[src/sagc_params.svh]
/*
  Constants of the stereo AGC control block: register offsets, field
  positions, reset values, level tables and timing counts.
  Assumes it is included by bare name after the package.
*/
`ifndef SAGC_PARAMS_SVH
`define SAGC_PARAMS_SVH

// Register offsets
`define SAGC_OFS_L_CTRL 8'h1A
`define SAGC_OFS_L_CEIL 8'h1B
`define SAGC_OFS_L_NOISE 8'h1C
`define SAGC_OFS_R_CTRL 8'h1D
`define SAGC_OFS_R_CEIL 8'h1E
`define SAGC_OFS_R_NOISE 8'h1F
`define SAGC_OFS_L_GAIN 8'h20
`define SAGC_OFS_R_GAIN 8'h21

// Reset values
`define SAGC_RST_CTRL 8'h00
`define SAGC_RST_CEIL 8'hFE
`define SAGC_RST_NOISE 8'h00

// Field positions
`define SAGC_EN_BIT 7
`define SAGC_TGT_HI 6
`define SAGC_TGT_LO 4
`define SAGC_ATK_HI 3
`define SAGC_ATK_LO 2
`define SAGC_DCY_HI 1
`define SAGC_DCY_LO 0
`define SAGC_CEIL_HI 7
`define SAGC_CEIL_LO 1
`define SAGC_HYST_HI 7
`define SAGC_HYST_LO 6
`define SAGC_THR_HI 5
`define SAGC_THR_LO 1
`define SAGC_CLIP_BIT 0

// Gain in half-dB steps; codes at or above the clamp code read as 59.5 dB
`define SAGC_CEIL_CLAMP 7'h77
`define SAGC_GAIN_MIN (-8'sh18)

// Target level, as attenuation below full scale in half-dB
`define SAGC_TGT_TABLE '{8'h0B, 8'h10, 8'h14, 8'h18, 8'h1C, 8'h22, 8'h28, 8'h30}
// Noise threshold: code 1 is -30 dB, then 2 dB (4 half-dB) per code
`define SAGC_THR_BASE 8'h38
// Hysteresis in half-dB for codes 00, 01, 10, 11 (off)
`define SAGC_HYST_TABLE '{8'h02, 8'h04, 8'h08, 8'h00}

// Attack and decay times in ms
`define SAGC_ATK_TABLE '{10'h008, 10'h00B, 10'h010, 10'h014}
`define SAGC_DCY_TABLE '{10'h064, 10'h0C8, 10'h190, 10'h1F4}

// Timing base
`define SAGC_CLK_KHZ 200000
`define SAGC_TICK_MS 1
`define SAGC_TICK_CYC (`SAGC_TICK_MS * `SAGC_CLK_KHZ)

`endif

[src/sagc_pkg.sv]
/*
  Types shared by the stereo AGC control block.
  Assumes nothing of its surroundings.
*/
package sagc_pkg;
  typedef logic signed [7:0] sagc_gain_t;
  typedef logic [7:0] sagc_byte_t;
  typedef logic [9:0] sagc_ms_t;
  typedef enum logic [1:0] {SAGC_OFF, SAGC_TRACK, SAGC_GATED} sagc_state_t;
endpackage

[src/sagc_chan.sv]
/*
  One AGC loop channel: tracks an input level toward a target by
  stepping gain in half-dB, paced by a millisecond tick.
  Assumes decoded settings and levels come from logic on clk.
*/
`timescale 1ns/1ps
`default_nettype none
`include "sagc_params.svh"
module sagc_chan (
  input wire logic clk,
  input wire logic sys_rst,
  input wire logic agc_en,
  input wire sagc_pkg::sagc_byte_t tgt_att,
  input wire sagc_pkg::sagc_ms_t atk_ms,
  input wire sagc_pkg::sagc_ms_t dcy_ms,
  input wire sagc_pkg::sagc_gain_t ceil_gain,
  input wire logic noise_on,
  input wire sagc_pkg::sagc_byte_t thr_att,
  input wire sagc_pkg::sagc_byte_t hyst_att,
  input wire logic clip_en,
  input wire sagc_pkg::sagc_byte_t level,
  input wire logic sample_tick,
  input wire logic ms_tick,
  input wire logic double_rate_audio,
  output sagc_pkg::sagc_gain_t gain_ff
);
  import sagc_pkg::*;

  sagc_state_t state_ff;
  sagc_state_t nxt_state;
  sagc_gain_t nxt_gain;
  sagc_ms_t timer_ff;
  sagc_ms_t nxt_timer;
  logic signed [9:0] out_att;
  logic too_loud;
  logic too_quiet;
  logic clip;
  logic gate_close;
  logic gate_open;
  logic [1:0] tstep;
  logic tsat;

  // Level after gain and the loop decisions taken on it; the gate decisions use the level before gain
  assign out_att = $signed({2'b00, level}) - 10'(gain_ff);
  assign too_loud = out_att < $signed({2'b00, tgt_att});
  assign too_quiet = out_att > $signed({2'b00, tgt_att});
  assign clip = out_att <= 10'sh000;
  assign gate_close = noise_on && (level > thr_att);
  assign gate_open = !noise_on || ({1'b0, level} + {1'b0, hyst_att} <= {1'b0, thr_att});
  assign tstep = double_rate_audio ? 2'h2 : 2'h1;
  assign tsat = timer_ff > 10'h3FD;

  // Loop state, gain step and step timer
  always_comb begin
    nxt_state = state_ff;
    nxt_gain = gain_ff;
    nxt_timer = timer_ff;
    if (ms_tick && !tsat) begin
      nxt_timer = timer_ff + 10'(tstep);
    end
    case (state_ff)
      SAGC_OFF: begin
        nxt_gain = 8'sh00;
        nxt_timer = 10'h000;
        if (agc_en) begin
          nxt_state = SAGC_TRACK;
        end
      end
      SAGC_TRACK: begin
        if (!agc_en) begin
          nxt_state = SAGC_OFF;
        end else if (sample_tick) begin
          if (gate_close) begin
            nxt_state = SAGC_GATED;
          end else if (clip && clip_en && gain_ff > `SAGC_GAIN_MIN) begin
            nxt_gain = gain_ff - 8'sh01;
            nxt_timer = 10'h000;
          end else if (too_loud && timer_ff >= atk_ms) begin
            if (gain_ff > `SAGC_GAIN_MIN) begin
              nxt_gain = gain_ff - 8'sh01;
            end
            nxt_timer = 10'h000;
          end else if (too_quiet && timer_ff >= dcy_ms) begin
            nxt_gain = gain_ff + 8'sh01;
            nxt_timer = 10'h000;
          end else if (!too_loud && !too_quiet) begin
            nxt_timer = 10'h000;
          end
        end
      end
      SAGC_GATED: begin
        if (!agc_en) begin
          nxt_state = SAGC_OFF;
        end else if (!noise_on || (sample_tick && gate_open)) begin
          nxt_state = SAGC_TRACK;
          nxt_timer = 10'h000;
        end
      end
      default: begin
        nxt_state = SAGC_OFF;
      end
    endcase
    if (nxt_gain > ceil_gain) begin
      nxt_gain = ceil_gain;
    end
  end

  // State registers
  always_ff @(posedge clk or posedge sys_rst) begin
    if (sys_rst) begin
      state_ff <= SAGC_OFF;
      gain_ff <= 8'sh00;
      timer_ff <= 10'h000;
    end else begin
      state_ff <= nxt_state;
      gain_ff <= nxt_gain;
      timer_ff <= nxt_timer;
    end
  end

  ceiling_hold_a: assert property (@(posedge clk) disable iff (sys_rst)
    1'b1 |=> gain_ff <= $past(ceil_gain)) else $error("gain above ceiling");

  off_zero_a: assert property (@(posedge clk) disable iff (sys_rst)
    !agc_en [*2] |=> gain_ff == 8'sh00) else $error("gain not cleared when off");

  noise_off_a: assert property (@(posedge clk) disable iff (sys_rst)
    !noise_on |=> state_ff != SAGC_GATED) else $error("gated with detection off");

  clip_step_a: assert property (@(posedge clk) disable iff (sys_rst)
    state_ff == SAGC_TRACK && agc_en && sample_tick && !gate_close && clip && clip_en
    && gain_ff > `SAGC_GAIN_MIN && gain_ff <= ceil_gain |=> gain_ff == $past(gain_ff) - 8'sh01)
    else $error("clip step missed");

  attack_pace_a: assert property (@(posedge clk) disable iff (sys_rst)
    $past(state_ff) == SAGC_TRACK && !$past(clip_en) && gain_ff < $past(gain_ff)
    && $past(gain_ff) <= $past(ceil_gain) |-> $past(timer_ff) >= $past(atk_ms))
    else $error("attack step too early");

  decay_pace_a: assert property (@(posedge clk) disable iff (sys_rst)
    $past(state_ff) == SAGC_TRACK && gain_ff > $past(gain_ff)
    |-> $past(timer_ff) >= $past(dcy_ms) && $past(too_quiet))
    else $error("decay step too early");

  gate_hyst_a: assert property (@(posedge clk) disable iff (sys_rst)
    state_ff == SAGC_GATED && noise_on && agc_en && sample_tick
    && ({1'b0, level} + {1'b0, hyst_att} > {1'b0, thr_att}) |=> state_ff == SAGC_GATED)
    else $error("gate opened inside hysteresis");

  dra_rate_a: assert property (@(posedge clk) disable iff (sys_rst)
    state_ff == SAGC_GATED && agc_en && noise_on && !sample_tick && ms_tick
    && double_rate_audio && !tsat |=> timer_ff == $past(timer_ff) + 10'h002)
    else $error("timer rate wrong with double rate");
endmodule // sagc_chan
`default_nettype wire

[src/sagc_regs.sv]
/*
  Control register set of the stereo record AGC, with field decoding,
  a millisecond tick divider and one AGC loop per channel.
  Assumes the register port, sample tick, levels and double rate flag
  come from logic on clk; no synchronisers are placed on them.
*/
`timescale 1ns/1ps
`default_nettype none
`include "sagc_params.svh"
module sagc_regs #(
  parameter int TICK_CYC = `SAGC_TICK_CYC
) (
  input wire logic clk,
  input wire logic sys_rst,
  input wire sagc_pkg::sagc_byte_t reg_addr,
  input wire sagc_pkg::sagc_byte_t reg_wdata,
  input wire logic reg_wr,
  input wire logic reg_rd,
  output sagc_pkg::sagc_byte_t reg_rdata_ff,
  input wire logic sample_tick,
  input wire logic double_rate_audio,
  input wire sagc_pkg::sagc_byte_t left_level,
  input wire sagc_pkg::sagc_byte_t right_level,
  output sagc_pkg::sagc_gain_t left_gain_ff,
  output sagc_pkg::sagc_gain_t right_gain_ff
);
  import sagc_pkg::*;

  localparam sagc_byte_t TGT_LUT [8] = `SAGC_TGT_TABLE;
  localparam sagc_byte_t HYST_LUT [4] = `SAGC_HYST_TABLE;
  localparam sagc_ms_t ATK_LUT [4] = `SAGC_ATK_TABLE;
  localparam sagc_ms_t DCY_LUT [4] = `SAGC_DCY_TABLE;
  localparam logic [31:0] TICK_LAST = 32'(TICK_CYC - 1);

  ////////////////////////////////////////////////////////////////
  // Register storage

  sagc_byte_t l_ctrl_ff;
  sagc_byte_t l_ceil_ff;
  sagc_byte_t l_noise_ff;
  sagc_byte_t r_ctrl_ff;
  sagc_byte_t r_ceil_ff;
  sagc_byte_t r_noise_ff;

  // Write decode
  wire wr_l_ctrl = reg_wr && reg_addr == `SAGC_OFS_L_CTRL;
  wire wr_l_ceil = reg_wr && reg_addr == `SAGC_OFS_L_CEIL;
  wire wr_l_noise = reg_wr && reg_addr == `SAGC_OFS_L_NOISE;
  wire wr_r_ctrl = reg_wr && reg_addr == `SAGC_OFS_R_CTRL;
  wire wr_r_ceil = reg_wr && reg_addr == `SAGC_OFS_R_CEIL;
  wire wr_r_noise = reg_wr && reg_addr == `SAGC_OFS_R_NOISE;

  // Control registers; the ceilings reset to the top code
  always_ff @(posedge clk or posedge sys_rst) begin
    if (sys_rst) begin
      l_ctrl_ff <= `SAGC_RST_CTRL;
      l_ceil_ff <= `SAGC_RST_CEIL;
      l_noise_ff <= `SAGC_RST_NOISE;
      r_ctrl_ff <= `SAGC_RST_CTRL;
      r_ceil_ff <= `SAGC_RST_CEIL;
      r_noise_ff <= `SAGC_RST_NOISE;
    end else begin
      if (wr_l_ctrl) begin
        l_ctrl_ff <= reg_wdata;
      end
      if (wr_l_ceil) begin
        l_ceil_ff <= reg_wdata;
      end
      if (wr_l_noise) begin
        l_noise_ff <= reg_wdata;
      end
      if (wr_r_ctrl) begin
        r_ctrl_ff <= reg_wdata;
      end
      if (wr_r_ceil) begin
        r_ceil_ff <= reg_wdata;
      end
      if (wr_r_noise) begin
        r_noise_ff <= reg_wdata;
      end
    end
  end

  ////////////////////////////////////////////////////////////////
  // Field decoding, left channel

  wire [6:0] l_ceil_code = l_ceil_ff[`SAGC_CEIL_HI:`SAGC_CEIL_LO];
  wire [4:0] l_thr_code = l_noise_ff[`SAGC_THR_HI:`SAGC_THR_LO];
  wire l_en = l_ctrl_ff[`SAGC_EN_BIT];
  wire sagc_byte_t l_tgt = TGT_LUT[l_ctrl_ff[`SAGC_TGT_HI:`SAGC_TGT_LO]];
  wire sagc_ms_t l_atk = ATK_LUT[l_ctrl_ff[`SAGC_ATK_HI:`SAGC_ATK_LO]];
  wire sagc_ms_t l_dcy = DCY_LUT[l_ctrl_ff[`SAGC_DCY_HI:`SAGC_DCY_LO]];
  // Ceiling in half-dB, clamped at 59.5 dB
  wire sagc_gain_t l_ceil = (l_ceil_code >= `SAGC_CEIL_CLAMP) ?
    sagc_gain_t'({1'b0, `SAGC_CEIL_CLAMP}) : sagc_gain_t'({1'b0, l_ceil_code});
  wire l_noise_on = l_thr_code != 5'h00;
  wire sagc_byte_t l_thr = `SAGC_THR_BASE + {1'b0, l_thr_code, 2'b00};
  wire sagc_byte_t l_hyst = HYST_LUT[l_noise_ff[`SAGC_HYST_HI:`SAGC_HYST_LO]];
  wire l_clip_en = l_noise_ff[`SAGC_CLIP_BIT];

  ////////////////////////////////////////////////////////////////
  // Field decoding, right channel

  wire [6:0] r_ceil_code = r_ceil_ff[`SAGC_CEIL_HI:`SAGC_CEIL_LO];
  wire [4:0] r_thr_code = r_noise_ff[`SAGC_THR_HI:`SAGC_THR_LO];
  wire r_en = r_ctrl_ff[`SAGC_EN_BIT];
  wire sagc_byte_t r_tgt = TGT_LUT[r_ctrl_ff[`SAGC_TGT_HI:`SAGC_TGT_LO]];
  wire sagc_ms_t r_atk = ATK_LUT[r_ctrl_ff[`SAGC_ATK_HI:`SAGC_ATK_LO]];
  wire sagc_ms_t r_dcy = DCY_LUT[r_ctrl_ff[`SAGC_DCY_HI:`SAGC_DCY_LO]];
  // Same half-dB coding and clamp as the left side
  wire sagc_gain_t r_ceil = (r_ceil_code >= `SAGC_CEIL_CLAMP) ?
    sagc_gain_t'({1'b0, `SAGC_CEIL_CLAMP}) : sagc_gain_t'({1'b0, r_ceil_code});
  wire r_noise_on = r_thr_code != 5'h00;
  wire sagc_byte_t r_thr = `SAGC_THR_BASE + {1'b0, r_thr_code, 2'b00};
  wire sagc_byte_t r_hyst = HYST_LUT[r_noise_ff[`SAGC_HYST_HI:`SAGC_HYST_LO]];
  wire r_clip_en = r_noise_ff[`SAGC_CLIP_BIT];

  ////////////////////////////////////////////////////////////////
  // Millisecond tick divider pacing attack and decay

  logic [31:0] div_ff;
  logic ms_tick_ff;
  wire div_wrap = div_ff >= TICK_LAST;

  always_ff @(posedge clk or posedge sys_rst) begin
    if (sys_rst) begin
      div_ff <= 32'h0000_0000;
      ms_tick_ff <= 1'b0;
    end else begin
      div_ff <= div_wrap ? 32'h0000_0000 : div_ff + 32'h0000_0001;
      ms_tick_ff <= div_wrap;
    end
  end

  ////////////////////////////////////////////////////////////////
  // AGC loops

  sagc_chan u_left (
    .clk(clk),
    .sys_rst(sys_rst),
    .agc_en(l_en),
    .tgt_att(l_tgt),
    .atk_ms(l_atk),
    .dcy_ms(l_dcy),
    .ceil_gain(l_ceil),
    .noise_on(l_noise_on),
    .thr_att(l_thr),
    .hyst_att(l_hyst),
    .clip_en(l_clip_en),
    .level(left_level),
    .sample_tick(sample_tick),
    .ms_tick(ms_tick_ff),
    .double_rate_audio(double_rate_audio),
    .gain_ff(left_gain_ff)
  );

  sagc_chan u_right (
    .clk(clk),
    .sys_rst(sys_rst),
    .agc_en(r_en),
    .tgt_att(r_tgt),
    .atk_ms(r_atk),
    .dcy_ms(r_dcy),
    .ceil_gain(r_ceil),
    .noise_on(r_noise_on),
    .thr_att(r_thr),
    .hyst_att(r_hyst),
    .clip_en(r_clip_en),
    .level(right_level),
    .sample_tick(sample_tick),
    .ms_tick(ms_tick_ff),
    .double_rate_audio(double_rate_audio),
    .gain_ff(right_gain_ff)
  );

  ////////////////////////////////////////////////////////////////
  // Read path: data one cycle after the strobe, zero when unmapped

  sagc_byte_t rd_mux;
  assign rd_mux =
    (reg_addr == `SAGC_OFS_L_CTRL) ? l_ctrl_ff :
    (reg_addr == `SAGC_OFS_L_CEIL) ? l_ceil_ff :
    (reg_addr == `SAGC_OFS_L_NOISE) ? l_noise_ff :
    (reg_addr == `SAGC_OFS_R_CTRL) ? r_ctrl_ff :
    (reg_addr == `SAGC_OFS_R_CEIL) ? r_ceil_ff :
    (reg_addr == `SAGC_OFS_R_NOISE) ? r_noise_ff :
    (reg_addr == `SAGC_OFS_L_GAIN) ? sagc_byte_t'(left_gain_ff) :
    (reg_addr == `SAGC_OFS_R_GAIN) ? sagc_byte_t'(right_gain_ff) :
    8'h00;

  // Read data stand only in the cycle after the strobe
  always_ff @(posedge clk or posedge sys_rst) begin
    if (sys_rst) begin
      reg_rdata_ff <= 8'h00;
    end else begin
      reg_rdata_ff <= reg_rd ? rd_mux : 8'h00;
    end
  end

  ////////////////////////////////////////////////////////////////
  // Checks

  clamp_left_a: assert property (@(posedge clk) disable iff (sys_rst)
    l_ceil_code >= `SAGC_CEIL_CLAMP |=> left_gain_ff <= 8'sh77)
    else $error("left ceiling clamp wrong");

  ceil_right_a: assert property (@(posedge clk) disable iff (sys_rst)
    wr_r_ceil ##1 !wr_r_ceil |=> right_gain_ff <= $signed({1'b0, $past(reg_wdata, 2) >> 1}))
    else $error("right gain above written ceiling");

  thr_right_a: assert property (@(posedge clk) disable iff (sys_rst)
    wr_r_noise && reg_wdata[5:1] == 5'h1F |=> r_thr == 8'hB4)
    else $error("right threshold code 31 not -90 dB");

  thr_left_a: assert property (@(posedge clk) disable iff (sys_rst)
    wr_l_noise && reg_wdata[5:1] == 5'h01 |=> l_thr == 8'h3C)
    else $error("left threshold code 1 not -30 dB");

  read_back_a: assert property (@(posedge clk) disable iff (sys_rst)
    wr_r_ctrl ##1 reg_rd && reg_addr == `SAGC_OFS_R_CTRL && !reg_wr
    |=> reg_rdata_ff == $past(reg_wdata, 2))
    else $error("right control readback wrong");

  tick_spacing_a: assert property (@(posedge clk) disable iff (sys_rst)
    ms_tick_ff && TICK_CYC > 1 |=> !ms_tick_ff)
    else $error("ms tick not a single pulse");
endmodule // sagc_regs
`default_nettype wire

[config.mk]
export PLATFORM = sky130hd
export DESIGN_NAME = sagc_regs
export DESIGN_NICKNAME = d
export VERILOG_FILES = /design/src/sagc_pkg.sv /design/src/sagc_chan.sv /design/src/sagc_regs.sv
export VERILOG_INCLUDE_DIRS = /design/src
export SDC_FILE = /design/constraint.sdc
export NUM_CORES = 1
export LEC_CHECK = 0
export ABC_AREA = 1
export ABC_CLOCK_PERIOD_IN_PS = 4950
export BUFFER_PORTS_ARGS = -buffer_cell sky130_fd_sc_hd__buf_4
export CORE_ASPECT_RATIO = 0.5
export CORE_MARGIN = 1
export CORE_UTILIZATION = 29
export CTS_CLUSTER_DIAMETER = 100
export DETAILED_ROUTE_END_ITERATION = 8
export GPL_ROUTABILITY_DRIVEN = 0
export PLACE_DENSITY_LB_ADDON = 0.12
export SKIP_LAST_GASP = 1
export SLEW_MARGIN = 20
export SYNTH_ARGS = -nofsm -noshare
export SYNTH_HDL_FRONTEND = slang
export SYNTH_SLANG_ARGS = --single-unit
[constraint.sdc]
create_clock -name clk -period 4.95 [get_ports clk]
set_clock_uncertainty 0.05 [all_clocks]
set_input_delay 0.7425 -clock clk [delete_from_list [all_inputs] [get_ports clk]]
set_output_delay 0.7425 -clock clk [all_outputs]
set_load 0.03 [all_outputs]
==> metrics.md <==
| Metric | Value |
|---|---|
| Power, Total | 3.22 mW |
| Avg Inst Size Synth | 7.34 um2 |
| Worst-Margin Slew | 0.974 ns |
| Std-Cell Rows | 49 |
| Initial DRC count | 663 |
| Critical path's slowest cell | fa_1 |
| Area growth from synthesis to final layout | 20.1% |
| Share of cells above drive strength 1 | 0.150 |
| Cell mode on critical path | nand2_1 |
| Die Width | 274 um |
| H-tree depth | 4 |
| Initial antenna violation count | 0 |
| Post-placement cell count | 2051 |
| Clock Power Share | 0.425 |
| GRT overflow | 0 |
| Hold Vio Cnt, Final | 0 |
| Critical path peak fanout | 8 |
| Drt pass-1 iters | 7 |
| Chip height | 138 um |
| Starting Density | 0.297 |
| Outcome | complete, but fails checks |
| Tmin final | 4.57 ns |
| Largest net degree at the start of global routing | 48 |
| CP Launch Type | input port |
| Gate Count Post-Synth | 1463 |
| Final setup viols | 0 |
| Psw | 1.01 mW |
| Post-synth cell types | 55 |
| Post-synth design cell area | 10700 um2 |
| CTS tree | yes |
| Via/cell ratio | 4.78 |
| Non-Filler Instances | 2086 |
| Comb pwr share | 0.221 |
| # DRC | 2 |
| First-pass GRT wire length | 53400 um |
| Diode count | 0 |
| Cts bufs inserted | 17 |
| EDFF count, synth | 0 |
| Worst min path class | in2async |
| I/O Buffers | 61 |
| Worst VDD drop | 0.222 mV |
| Top Ports | 62 |
| Leakage power | 6.29 nW |
| Later-pin clock latency in the skew report | 0.43 ns |
| DP HPWL | 26300 um |
| CTS clk-pin slew, worst paths | 0.06 ns |
| Req. time, crit path | 5.27 ns |
| Worst slew margin | 0.342 |
| CP arrival | 4.88 ns |
| P_int | 2.21 mW |
| Syn. warnings | 0 |
| GRT Util Overall | 0.179 |
| Yosys reg bits | 129 |
| Routed WL per cell | 15.7 um |
| CP delay by family, top | simple AND/OR/NAND/NOR gates |
| Critical Path Max Stage Delay | 0.37 ns |
| Floorplan Core Area | 36200 um2 |
| Ys async rst share | 1.00 |
| Clock Tree Root | clkbuf_16 |
| # hold bufs at CTS | 0 |
| DIE AREA | 37800 um2 |
| Seq/Total Area, Yosys | 0.302 |
| Buf/Inv on CP | 8 |
| Register share of total power | 0.354 |
| Tcrit/Tclk final | 0.923 |
| CP Capture Type | flop |
| Remaining antenna violation count | 0 |
| Slew Limit Fails | 0 |
| Top FF cell, synth | dfrtp_1 |
| CTS Sinks | 129 |
| Cell Area, Placed | 12100 um2 |
| Power Density | 249 nW/um2 |
| Clk buf depth | 2 |
| Vias in the first global route | 9828 |
| DRT Wirelength | 32800 um |
| Design Area, Final | 12900 um2 |
| Setup CP Type | in2reg |
| Switching share of power | 0.314 |
| Maxcap violations | 0 |
| # nets final | 1754 |
| Failing checks | design-rule violations |
| Via Count | 9963 |
| Fmax achieved | 0.219 GHz |
-- area by class of cell --
cell class	instances	area [um2]
Fill cell	3864	23300
Multi-Input combinational cell	1099	6700
Sequential cell	129	3250
Inverter	229	862
Timing Repair Buffer	113	848
Tap cell	484	606
Clock buffer	17	425
Clock inverter	15	208
-- what timing repair did --
item                                    4_1_cts  5_1_grt
hold endpoints to repair                      0        0
resized for setup                             0       31
endpoints found under the setup margin        0       14
setup buffers                                 0        3
-- Yosys cell counts, drive strengths merged, types with 3 or more instances --
library cell	instances	area [um2]
buf	5	23.8
nor4	10	62.6
dfrtp	115	2880
fa	6	120
xor2	34	298
a221oi	6	52.6
a21o	4	30.0
nor3	39	195
dfstp	14	368
o21ai	113	569
o2111ai	4	35.0
nor2	137	552
ha	121	1510
a21oi	58	305
a211oi	12	90.1
or2	3	18.8
clkbuf	14	52.6
xnor2	23	201
nor3b	5	37.5
o22ai	8	50.1
o21bai	5	37.5
inv	227	852
nand3	81	453
nand2	341	1380
nand4	27	181
a31oi	8	65.1
o21a	6	45.0
o221ai	3	26.3
o211ai	17	128
-- layer usage --
| layer | wire (um) | global-route usage | part of all wire |
|---|---|---|---|
| met5 | 0 | 0 | 0 |
| met3 | 1350 | 0.0314 | 0.041 |
| met1 | 16600 | 0.260 | 0.51 |
| met4 | 339 | 0.0348 | 0.010 |
| met2 | 14600 | 0.278 | 0.44 |
-- flip-flops by register name, summed over array words and instances (netlist names), 8 cells and up --
register / cells
div_ff: 32
l_ceil_ff: 8
l_ctrl_ff: 8
l_noise_ff: 8
r_ceil_ff: 8
r_ctrl_ff: 8
r_noise_ff: 8
reg_rdata_ff: 8
u_left.gain_ff: 8
u_left.timer_ff: 10
u_right.gain_ff: 8
u_right.timer_ff: 10
-- per-stage QoR --
step,setup WS [ns],TNS [ns],hold WS [ns],utilization
after floorplan,0.391,0,0.383,-
after global placement,-0.0875,-0.952,0.393,0.336
after detailed placement,-0.194,-2.42,0.401,0.336
after CTS,0.128,0,0.311,0.353
after global routing,-0.00460,-0.00525,0.326,0.357
final,0.383,0,0.302,0.357
-- power by group through the flow --
stage | clock (mW) | combinational [mW] | sequential [mW]
2_1_floorplan | 0 | 0.482 | 1.15
3_3_place_gp | 0 | 0.688 | 1.16
3_5_place_dp | 0 | 0.699 | 1.16
4_1_cts | 1.41 | 0.703 | 1.14
5_1_grt | 1.46 | 0.813 | 1.15
6_report | 1.37 | 0.710 | 1.14
-- layout by cell type (no fill, tap or decap), types with 7 or more instances in the layout --
master | netlist | routed
nand3_2 | 7 | 8
dfstp_2 | 14 | 14
a21oi_1 | 54 | 52
nand2_1 | 317 | 314
dfrtp_1 | 115 | 114
inv_2 | 6 | 7
a31oi_1 | 7 | 7
nand4_1 | 25 | 25
nor3_1 | 39 | 35
nand2_4 | 7 | 7
o22ai_1 | 8 | 7
nor2_2 | 6 | 8
xor2_1 | 34 | 33
a211oi_1 | 12 | 12
inv_1 | 221 | 219
nand3_1 | 73 | 72
clkbuf_16 | 0 | 17
o21ai_0 | 111 | 103
nor2_1 | 128 | 125
conb_1 | 1 | 14
nand2_2 | 17 | 20
xnor2_1 | 23 | 22
o211ai_1 | 17 | 17
buf_4 | 0 | 113
nor4_1 | 10 | 10
ha_1 | 121 | 120
-- path summary, 6_finish.rpt --
check                                             start                       endpoint  slack (ns)  cells past startpoint
max                                      right_level[0]   u_right.gain_ff[6]$_DFF_PP0_        0.38                     35
min                                             sys_rst  u_right.timer_ff[1]$_DFF_PP0_        0.30                      2
max reg2reg                u_right.gain_ff[0]$_DFF_PP0_   u_right.gain_ff[6]$_DFF_PP0_        0.45                     33
min reg2reg                         div_ff[0]$_DFF_PP0_            div_ff[0]$_DFF_PP0_        0.41                      1
max in group asynchronous                       sys_rst       r_ctrl_ff[4]$_DFFE_PP0P_        3.52                      3
min in group clk                    div_ff[0]$_DFF_PP0_            div_ff[0]$_DFF_PP0_        0.41                      1
-- worst reg2reg max path, delay by kind of cell (launching register included) --
kind | cells | cell delay [ns]
and+or+nand+nor | 16 | 1.56
xor gates and xnor gates | 1 | 0.18
DFF | 1 | 0.43
adders and majority gates | 4 | 1.10
buffers and inverters | 6 | 0.55
AOI/OAI and AO/OA | 6 | 0.57
-- logic make-up (layout without fill, tap and decap cells) --
group | after synthesis | after routing | synth area share
XOR/XNOR | 57 | 57 | 0.0465
buffers and inverters | 248 | 374 | 0.0872
adder cells (fa/ha/maj) | 127 | 127 | 0.152
AND/OR/NAND/NOR | 646 | 646 | 0.270
AO/OA/AOI/OAI | 255 | 255 | 0.142
flip-flops | 129 | 129 | 0.302
other | 1 | 14 | 0.000349
(Power assumes the default switching activity.)
